### src/hw/eqm_defines.vh
`ifndef EQM_DEFINES_VH
`define EQM_DEFINES_VH

// Register indices; the byte address on the bus is four times the index
`define EQM_IDX_TAP4     12'h41E
`define EQM_IDX_TAP5     12'h420
`define EQM_IDX_TAP6     12'h423
`define EQM_IDX_TAP7     12'h425
`define EQM_IDX_CTRL     12'h410
`define EQM_IDX_STAT     12'h411

// Reset values
`define EQM_RST_SIDE     16'h0000
`define EQM_RST_CTR      24'h000000
`define EQM_RST_CTRL     16'h0000

// Field positions
`define EQM_SIDE_MSB     11
`define EQM_CTR_MSB      17
`define EQM_MODE_MSB     1
`define EQM_MODE_LSB     0
`define EQM_SCW_MSB      4
`define EQM_SCW_LSB      2
`define EQM_LINK_BIT     8

// Mode encodings and weight limit
`define EQM_MODE_BYPASS  2'h0
`define EQM_MODE_ON      2'h2
`define EQM_SCW_MAX      3'h6

// Filter shape
`define EQM_NTAPS        9
`define EQM_CTR_IDX      4
`define EQM_SIDE_W       12
`define EQM_CTR_W        18
`define EQM_FRAC         16

`endif

### src/hw/eqm_dly.v
`timescale 1ns/100ps

module eqm_dly #(
   parameter W     = 12,
   parameter DEPTH = 9
) (
   input  wire               clk_sys,  // System clock
   input  wire               rst_n,    // Async reset, active low
   input  wire               en,       // Shift one sample in
   input  wire [W-1:0]       din,      // Newest sample
   output wire [W*DEPTH-1:0] taps      // Slot k holds the sample k steps old
);

   reg [W-1:0] stage_q [0:DEPTH-1];

   genvar k;
   generate
      for (k = 0; k < DEPTH; k = k + 1) begin : g_stage
         always @(posedge clk_sys or negedge rst_n) begin
            if (!rst_n) begin
               stage_q[k] <= {W{1'b0}};
            end else if (en) begin
               stage_q[k] <= (k == 0) ? din : stage_q[(k == 0) ? 0 : k - 1];
            end
         end
         assign taps[k*W +: W] = stage_q[k];
      end
   endgenerate

endmodule

### src/hw/eqm_sat.v
`timescale 1ns/100ps

module eqm_sat #(
   parameter IN_W  = 36,
   parameter OUT_W = 12,
   parameter FRAC  = 16
) (
   input  wire [IN_W-1:0]  acc,   // Signed sum with FRAC fraction bits
   output reg  [OUT_W-1:0] y      // Rounded, saturated sample
);

   localparam [IN_W-1:0] HALF  = {{(IN_W-1){1'b0}}, 1'b1} << (FRAC - 1);
   localparam [IN_W-1:0] MAXV  = {{(IN_W-OUT_W+1){1'b0}}, {(OUT_W-1){1'b1}}};
   localparam [IN_W-1:0] MINV  = ~MAXV;

   reg [IN_W-1:0] rnd;
   reg [IN_W-1:0] shr;

   always @* begin
      rnd = acc + HALF;
      shr = $unsigned($signed(rnd) >>> FRAC);
      // Clip instead of wrapping so a hot coefficient set distorts gently
      if ($signed(shr) > $signed(MAXV)) begin
         y = MAXV[OUT_W-1:0];
      end else if ($signed(shr) < $signed(MINV)) begin
         y = MINV[OUT_W-1:0];
      end else begin
         y = shr[OUT_W-1:0];
      end
   end

endmodule

### src/hw/eqm_taps_mid.v
// Function
// - Tap four holds a 12-bit signed coefficient in bits 11:0, 15:12 reserved.
// - Tap five is the centre tap, 18-bit signed in bits 17:0, 23:18 reserved.
// - Tap six holds a 12-bit signed coefficient in bits 11:0, upper bits reserved.
// - Tap seven holds a 12-bit signed coefficient in bits 11:0, 15:12 reserved.
// - Dual mode: taps drive channel A only; single mode: the one shared filter.
// - Mode field 0 bypasses, 2 enables; 1 and 3 are reserved.
// - Weight 0..6 scales side coefficients to an LSB of 2^(weight-16).
`timescale 1ns/100ps
`include "eqm_defines.vh"

module eqm_taps_mid #(
   parameter SAMP_W = 12,
   parameter ACC_W  = 36
) (
   input  wire              clk_sys,            // System clock, 125 MHz
   input  wire              rst_n,              // Async reset, active low
   input  wire [13:0]       avs_address,        // Byte address
   input  wire              avs_read,           // Read request
   input  wire              avs_write,          // Write request
   input  wire [31:0]       avs_writedata,      // Write data
   input  wire [3:0]        avs_byteenable,     // Byte lanes
   output wire [31:0]       avs_readdata,       // Read data
   output wire              avs_waitrequest,    // Stall request
   input  wire              chan_dual,          // 1 dual channel, 0 single channel
   input  wire [11:0]       tap_one_coeff,      // First tap from neighbour logic
   input  wire [11:0]       tap_two_coeff,      // Second tap
   input  wire [11:0]       tap_three_coeff,    // Third tap
   input  wire [11:0]       tap_eight_coeff,    // Eighth tap
   input  wire [11:0]       tap_nine_coeff,     // Ninth tap
   output wire              serial_link_enable, // Serial output link enable
   input  wire              samp_in_valid,      // Input sample strobe
   input  wire [SAMP_W-1:0] samp_a_in,          // Channel A or single stream
   input  wire [SAMP_W-1:0] samp_b_in,          // Channel B stream
   output wire              samp_out_valid,     // Output sample strobe
   output wire [SAMP_W-1:0] samp_a_out,         // Equalized A or single stream
   output wire [SAMP_W-1:0] samp_b_out          // Aligned B, zero in single mode
);

   localparam NT  = `EQM_NTAPS;
   localparam CW  = `EQM_CTR_W;
   localparam SW  = `EQM_SIDE_W;
   localparam PW  = CW + SAMP_W;

   function eqm_hit;
      input [13:0] addr;
      input [11:0] idx;
      begin
         eqm_hit = (addr[13:2] == idx);
      end
   endfunction

   function [31:0] eqm_merge;
      input [31:0] old;
      input [31:0] wd;
      input [3:0]  be;
      integer b;
      begin
         eqm_merge = old;
         for (b = 0; b < 4; b = b + 1) begin
            if (be[b]) begin
               eqm_merge[b*8 +: 8] = wd[b*8 +: 8];
            end
         end
      end
   endfunction

   // Register file
   reg  [15:0] tap_four_coeff_q;
   reg  [23:0] tap_five_center_coeff_q;
   reg  [15:0] tap_six_coeff_q;
   reg  [15:0] tap_seven_coeff_q;
   reg  [15:0] ctrl_q;
   reg  [31:0] rdata_q;
   reg         ack_q;
   reg  [31:0] cur_word;
   wire [31:0] wmerge;
   wire        req;
   wire        wr_go;
   wire [1:0]  equalizer_mode_sel;
   wire [2:0]  side_coeff_weight;
   wire [2:0]  scw_eff;
   wire        eq_on;
   wire [31:0] stat_word;

   assign req             = avs_read | avs_write;
   // One wait cycle: the first request cycle is stalled, the second is taken
   assign avs_waitrequest = req & ~ack_q;
   assign wr_go           = ack_q & avs_write;
   assign avs_readdata    = rdata_q;

   assign equalizer_mode_sel = ctrl_q[`EQM_MODE_MSB:`EQM_MODE_LSB];
   assign side_coeff_weight  = ctrl_q[`EQM_SCW_MSB:`EQM_SCW_LSB];
   assign serial_link_enable = ctrl_q[`EQM_LINK_BIT];

   assign eq_on = (equalizer_mode_sel == `EQM_MODE_ON);
   // weight limit; settings above six are held at six
   assign scw_eff = (side_coeff_weight > `EQM_SCW_MAX) ? `EQM_SCW_MAX : side_coeff_weight;

   assign stat_word = {26'h0000000, scw_eff, eq_on, serial_link_enable, chan_dual};

   always @* begin
      cur_word = 32'h00000000;
      if (eqm_hit(avs_address, `EQM_IDX_TAP4)) begin
         cur_word = {16'h0000, tap_four_coeff_q};
      end else if (eqm_hit(avs_address, `EQM_IDX_TAP5)) begin
         cur_word = {8'h00, tap_five_center_coeff_q};
      end else if (eqm_hit(avs_address, `EQM_IDX_TAP6)) begin
         cur_word = {16'h0000, tap_six_coeff_q};
      end else if (eqm_hit(avs_address, `EQM_IDX_TAP7)) begin
         cur_word = {16'h0000, tap_seven_coeff_q};
      end else if (eqm_hit(avs_address, `EQM_IDX_CTRL)) begin
         cur_word = {16'h0000, ctrl_q};
      end else if (eqm_hit(avs_address, `EQM_IDX_STAT)) begin
         cur_word = stat_word;
      end
   end

   assign wmerge = eqm_merge(cur_word, avs_writedata, avs_byteenable);

   always @(posedge clk_sys or negedge rst_n) begin
      if (!rst_n) begin
         ack_q   <= 1'b0;
         rdata_q <= 32'h00000000;
      end else begin
         ack_q <= req & ~ack_q;
         // Capture early so data already stands when the stall drops
         if (avs_read & ~ack_q) begin
            rdata_q <= cur_word;
         end
      end
   end

   // Reserved bits are kept and read back as written
   always @(posedge clk_sys or negedge rst_n) begin
      if (!rst_n) begin
         tap_four_coeff_q        <= `EQM_RST_SIDE;
         tap_five_center_coeff_q <= `EQM_RST_CTR;
         tap_six_coeff_q         <= `EQM_RST_SIDE;
         tap_seven_coeff_q       <= `EQM_RST_SIDE;
         ctrl_q                  <= `EQM_RST_CTRL;
      end else if (wr_go) begin
         if (eqm_hit(avs_address, `EQM_IDX_TAP4)) begin
            tap_four_coeff_q <= wmerge[15:0];
         end
         if (eqm_hit(avs_address, `EQM_IDX_TAP5)) begin
            tap_five_center_coeff_q <= wmerge[23:0];
         end
         if (eqm_hit(avs_address, `EQM_IDX_TAP6)) begin
            tap_six_coeff_q <= wmerge[15:0];
         end
         if (eqm_hit(avs_address, `EQM_IDX_TAP7)) begin
            tap_seven_coeff_q <= wmerge[15:0];
         end
         if (eqm_hit(avs_address, `EQM_IDX_CTRL)) begin
            ctrl_q <= wmerge[15:0];
         end
      end
   end

   // Sample delay lines
   wire [SAMP_W*NT-1:0] xa_flat;
   wire [SAMP_W*5-1:0]  xb_flat;

   eqm_dly #(
      .W     (SAMP_W),
      .DEPTH (NT)
   ) u_dly_a (
      .clk_sys (clk_sys),
      .rst_n   (rst_n),
      .en      (samp_in_valid),
      .din     (samp_a_in),
      .taps    (xa_flat)
   );

   eqm_dly #(
      .W     (SAMP_W),
      .DEPTH (`EQM_CTR_IDX + 1)
   ) u_dly_b (
      .clk_sys (clk_sys),
      .rst_n   (rst_n),
      .en      (samp_in_valid),
      .din     (samp_b_in),
      .taps    (xb_flat)
   );

   // Coefficients widened to the centre width; side taps sign-extended
   wire [CW*NT-1:0] coef_flat;

   assign coef_flat[0*CW +: CW] = {{(CW-SW){tap_one_coeff[SW-1]}}, tap_one_coeff};
   assign coef_flat[1*CW +: CW] = {{(CW-SW){tap_two_coeff[SW-1]}}, tap_two_coeff};
   assign coef_flat[2*CW +: CW] = {{(CW-SW){tap_three_coeff[SW-1]}}, tap_three_coeff};
   assign coef_flat[3*CW +: CW] = {{(CW-SW){tap_four_coeff_q[`EQM_SIDE_MSB]}},
                                   tap_four_coeff_q[`EQM_SIDE_MSB:0]};
   assign coef_flat[4*CW +: CW] = tap_five_center_coeff_q[`EQM_CTR_MSB:0];
   assign coef_flat[5*CW +: CW] = {{(CW-SW){tap_six_coeff_q[`EQM_SIDE_MSB]}},
                                   tap_six_coeff_q[`EQM_SIDE_MSB:0]};
   assign coef_flat[6*CW +: CW] = {{(CW-SW){tap_seven_coeff_q[`EQM_SIDE_MSB]}},
                                   tap_seven_coeff_q[`EQM_SIDE_MSB:0]};
   assign coef_flat[7*CW +: CW] = {{(CW-SW){tap_eight_coeff[SW-1]}}, tap_eight_coeff};
   assign coef_flat[8*CW +: CW] = {{(CW-SW){tap_nine_coeff[SW-1]}}, tap_nine_coeff};

   // Products; coefficients are used live, so the link must be idle
   // while software rewrites them
   wire [ACC_W*NT-1:0] term_flat;

   genvar k;
   generate
      for (k = 0; k < NT; k = k + 1) begin : g_tap
         wire signed [PW-1:0]    raw;
         wire signed [ACC_W-1:0] ext;
         assign raw = $signed(coef_flat[k*CW +: CW]) * $signed(xa_flat[k*SAMP_W +: SAMP_W]);
         assign ext = {{(ACC_W-PW){raw[PW-1]}}, raw};
         if (k == `EQM_CTR_IDX) begin : g_ctr
            assign term_flat[k*ACC_W +: ACC_W] = ext;
         end else begin : g_side
            assign term_flat[k*ACC_W +: ACC_W] = ext <<< scw_eff;
         end
      end
   endgenerate

   reg [ACC_W-1:0] acc_sum;
   integer t;

   always @* begin
      acc_sum = {ACC_W{1'b0}};
      for (t = 0; t < NT; t = t + 1) begin
         acc_sum = acc_sum + term_flat[t*ACC_W +: ACC_W];
      end
   end

   // Pipeline: stage one holds the sum, stage two the output samples
   reg [ACC_W-1:0]  sum_q;
   reg [SAMP_W-1:0] ctr_a_q;
   reg [SAMP_W-1:0] ctr_b_q;
   reg              on_q;
   reg              dual_q;
   reg              v0_q;
   reg              v1_q;
   reg              v2_q;
   reg [SAMP_W-1:0] out_a_q;
   reg [SAMP_W-1:0] out_b_q;
   wire [SAMP_W-1:0] sat_y;

   eqm_sat #(
      .IN_W  (ACC_W),
      .OUT_W (SAMP_W),
      .FRAC  (`EQM_FRAC)
   ) u_sat (
      .acc (sum_q),
      .y   (sat_y)
   );

   always @(posedge clk_sys or negedge rst_n) begin
      if (!rst_n) begin
         sum_q   <= {ACC_W{1'b0}};
         ctr_a_q <= {SAMP_W{1'b0}};
         ctr_b_q <= {SAMP_W{1'b0}};
         on_q    <= 1'b0;
         dual_q  <= 1'b0;
         v0_q    <= 1'b0;
         v1_q    <= 1'b0;
      end else begin
         // Sum one edge after the shift so the newest sample is in it
         v0_q <= samp_in_valid;
         v1_q <= v0_q;
         if (v0_q) begin
            sum_q <= acc_sum;
            // Bypass taps the centre slot so both paths share one latency
            ctr_a_q <= xa_flat[`EQM_CTR_IDX*SAMP_W +: SAMP_W];
            ctr_b_q <= xb_flat[`EQM_CTR_IDX*SAMP_W +: SAMP_W];
            on_q    <= eq_on;
            dual_q  <= chan_dual;
         end
      end
   end

   always @(posedge clk_sys or negedge rst_n) begin
      if (!rst_n) begin
         v2_q    <= 1'b0;
         out_a_q <= {SAMP_W{1'b0}};
         out_b_q <= {SAMP_W{1'b0}};
      end else begin
         v2_q <= v1_q;
         if (v1_q) begin
            out_a_q <= on_q ? sat_y : ctr_a_q;
            // channel B never sees these taps
            out_b_q <= dual_q ? ctr_b_q : {SAMP_W{1'b0}};
         end
      end
   end

   assign samp_out_valid = v2_q;
   assign samp_a_out     = out_a_q;
   assign samp_b_out     = out_b_q;

endmodule

### config.mk
export PLATFORM = sky130hd
export DESIGN_NAME = eqm_taps_mid
export DESIGN_NICKNAME = d
export VERILOG_FILES = /design/src/hw/eqm_dly.v /design/src/hw/eqm_sat.v /design/src/hw/eqm_taps_mid.v
export VERILOG_INCLUDE_DIRS = /design/src /design/src/hw
export SDC_FILE = /design/constraint.sdc
export NUM_CORES = 2
export LEC_CHECK = 0
export ABC_AREA = 0
export BUFFER_PORTS_ARGS = -buffer_cell sky130_fd_sc_hd__buf_4
export CORE_MARGIN = 8
export CORE_UTILIZATION = 25
export CTS_CLUSTER_SIZE = 28
export DETAILED_ROUTE_END_ITERATION = 10
export PLACE_DENSITY_LB_ADDON = 0.3
export SYNTH_ARGS = -nofsm -noshare
export SYNTH_HDL_FRONTEND = slang
export SYNTH_SLANG_ARGS = --single-unit
### constraint.sdc
create_clock -name clk_sys -period 23.9 [get_ports clk_sys]
set_input_delay 4.78 -clock clk_sys [delete_from_list [all_inputs] [get_ports clk_sys]]
set_output_delay 4.78 -clock clk_sys [all_outputs]
set_load 0.03 [all_outputs]
==> metrics.txt <==
status finished, final reports clean; share of cells above drive strength 1 around 8.0%; Rel. slew slack about 11%; postcts setup bufs 0; Yosys warning count 0; CTS-repair resized insts 0; crit-path max cell delay ~0.72 ns; Arr. time, crit path between 15 and 20 ns; gr usage total 14.4%; Synth Flop Type dfrtp_1; Mapped Cells 8836; total number of vias slightly below 60000; Syn-to-layout area delta 9.10%; Hold Vio Cnt, Final 0; max-slew violations 0; number of flops mapped to enable cells by yosys 0; Syn Area/Cell slightly above 9 sq um; Slew @ Worst Pin between 1 and 1.5 ns; routed vias/inst 4.57; slowest CP cell o31ai_1; Final ANT Viol Nets 0; WL per Instance approximately 19 microns; # DRC 0; remaining global-route overflow 0; chip height slightly below 600 microns; Starting DRT DRC Count around 3700; Most common cell on crit path fa_1; number of I/O pins ~200; # hold bufs at CTS 0; commonest non-fill, non-tap cells in the layout inv_1, fa_1, nand2_1; final setup violation count 0; Port Buf Inserts 179; Startpoint Class primary input; part of the cycle the worst path needs a little over 60%; largest net degree at the start of global routing ~160; die area between 0.3 and 0.4 sq mm; async set-or-reset flop fraction in the synthesized netlist between 90% and 100%; num rows 207; RSZ-0062 raised after global routing false; fill cell count about 34000; Finished Cell Area approximately 0.087 sq mm; TritonCTS buffer count between 50 and 60; Final nets about 11000; initial antenna violation count 10; clock root cell clkbuf_16; number of synthesized register bits 355; HP Class reg -> reg; crit end category flop; first-pass GRT wire length 383000 microns; crit-path max FO 12; routability congestion estimate 0.909; Tmin final between 10 and 15 ns; Cell Area, Placed ~0.085 sq mm; clk buf depth 3; MaxCap Viol Count 0; core area around 0.32 sq mm; sequential cell area fraction in the yosys report between 10% and 20%; CTS H-tree lvls 2; Starting Density between 20% and 30%; CTS tree done; post-synthesis cell area between 0.07 and 0.08 sq mm; CTS clock-pin slew for the worst setup and hold paths ~0.060 ns; vias in the first global route 62200; Max Clock Freq between 60 and 70 MHz; dpl hpwl a little under 200000 microns; First-pass DRT Iterations 5; Die Wd 582 microns; Skew-Pair Late Insertion Delay ~0.73 ns; commonest non-fill, non-tap cell in the layout inv_1; Final Skew roughly 0.065 ns; Netlist cell types 115; Worst EP required 24.44 ns; Total Routed Length ~240000 microns; WS Path Type in -> reg; CTS Sinks 355; setup TNS 0 ns
==> final cells by class <==
type	count	area (sq um)	area share, %
multi-input cells	6200	62500	71.6
clock buffers	70	1450	1.66
diodes	1	2.50	0.00287
repair buffers	254	1930	2.22
flip-flops and latches	355	8890	10.2
inverters	1838	6900	7.91
well taps	4180	5230	6.00
clock inverters	25	358	0.410
==> per-layer routing <==
| layer | global-route usage, % | vias up | part of all wire [%] |
|---|---|---|---|
| met3 | 1.90 | 285 | 5.1 |
| met5 | 0 | - | 0.0095 |
| li1 | - | 27200 | - |
| met2 | 22.7 | 1349 | 44 |
| met1 | 20.8 | 30200 | 48 |
| met4 | 3.44 | 4 | 2.7 |
==> metrics by stage <==
step	utilization, %	hold WS (ns)	std cells	worst slack (ns)
CTS	27.4	0.489	12900	9.16
detailed placement	26.9	0.475	12800	8.45
floorplan	-	0.352	8843	9.87
finish	27.4	0.484	12900	9.03
global placement	26.9	0.466	12800	8.42
global route	27.4	0.508	12900	8.65
==> critical path, delay by kind of cell <==
kind	cells	cell delay (ns)
AO/OA/AOI/OAI	8	2.96
buffers and inverters	8	0.56
XOR/XNOR	1	0.59
AND/OR/NAND/NOR	7	1.13
adder cells (fa/ha/maj)	11	5.38
==> cell families after synthesis <==
kind of cell	share of synthesized area (%)
other	0.00469
adder cells (fa/ha/maj)	46.0
multiplexers	6.83
AND/OR/NAND/NOR	13.9
flip-flops	11.1
AO/OA/AOI/OAI	8.78
buffers and inverters	10.9
XOR/XNOR	2.49
==> registers in the layout, summed over array words and instances, names as in the netlist, 12 cells and up <==
signal                   count
tap_seven_coeff_q           16
samp_a_out                  12
tap_five_center_coeff_q     24
avs_readdata                24
u_dly_b.taps                60
sum_q                       21
tap_six_coeff_q             16
tap_four_coeff_q            16
u_dly_a.taps               108
ctrl_q                      16
ctr_b_q                     12
ctr_a_q                     12
samp_b_out                  12
==> Yosys cell counts, types with 14 or more instances <==
master	number	share of area, %
xor2_1	48	0.53
nand2b_1	108	0.84
fa_1	1521	38
and3_1	44	0.34
nor4_1	15	0.12
a211oi_1	41	0.38
dfrtp_1	355	11
or2_2	14	0.11
o211ai_1	31	0.29
o21ai_0	219	1.4
a21boi_0	18	0.17
nor2b_1	14	0.11
buf_1	26	0.12
a31oi_1	49	0.38
a22oi_1	25	0.23
o31ai_1	24	0.23
inv_1	1837	8.6
nor2_1	280	1.3
nand4_1	21	0.16
or3_1	37	0.29
nor3_1	71	0.44
o21bai_1	21	0.20
a21oi_1	226	1.4
a21o_1	81	0.76
nand3_1	100	0.63
o21a_1	37	0.35
o21ai_1	92	0.58
xnor2_1	175	1.9
o22ai_1	28	0.22
nand2_1	1169	5.5
mux2i_1	208	2.6
clkbuf_1	385	1.8
ha_1	505	7.9
mux2_2	270	3.8
buf_2	27	0.17
and2_1	446	3.5
==> final timing paths <==
kind / start / to / slack (ns) / cells past startpoint
setup / recovery: tap_one_coeff[10] / sum_q[34] / 9.03 / 35
hold / removal: ctrl_q[11] / ctrl_q[11] / 0.48 / 2
setup reg to reg: u_dly_a.taps[0] / sum_q[34] / 12.43 / 35
hold reg to reg: ctrl_q[11] / ctrl_q[11] / 0.48 / 2
max in group asynchronous: rst_n / u_dly_a.taps[5] / 17.86 / 3
min in group asynchronous: rst_n / ctr_a_q[7] / 4.08 / 1
Power is not shown: default switching activity piles up to over one toggle a cycle in this logic, so the estimate is an artifact.
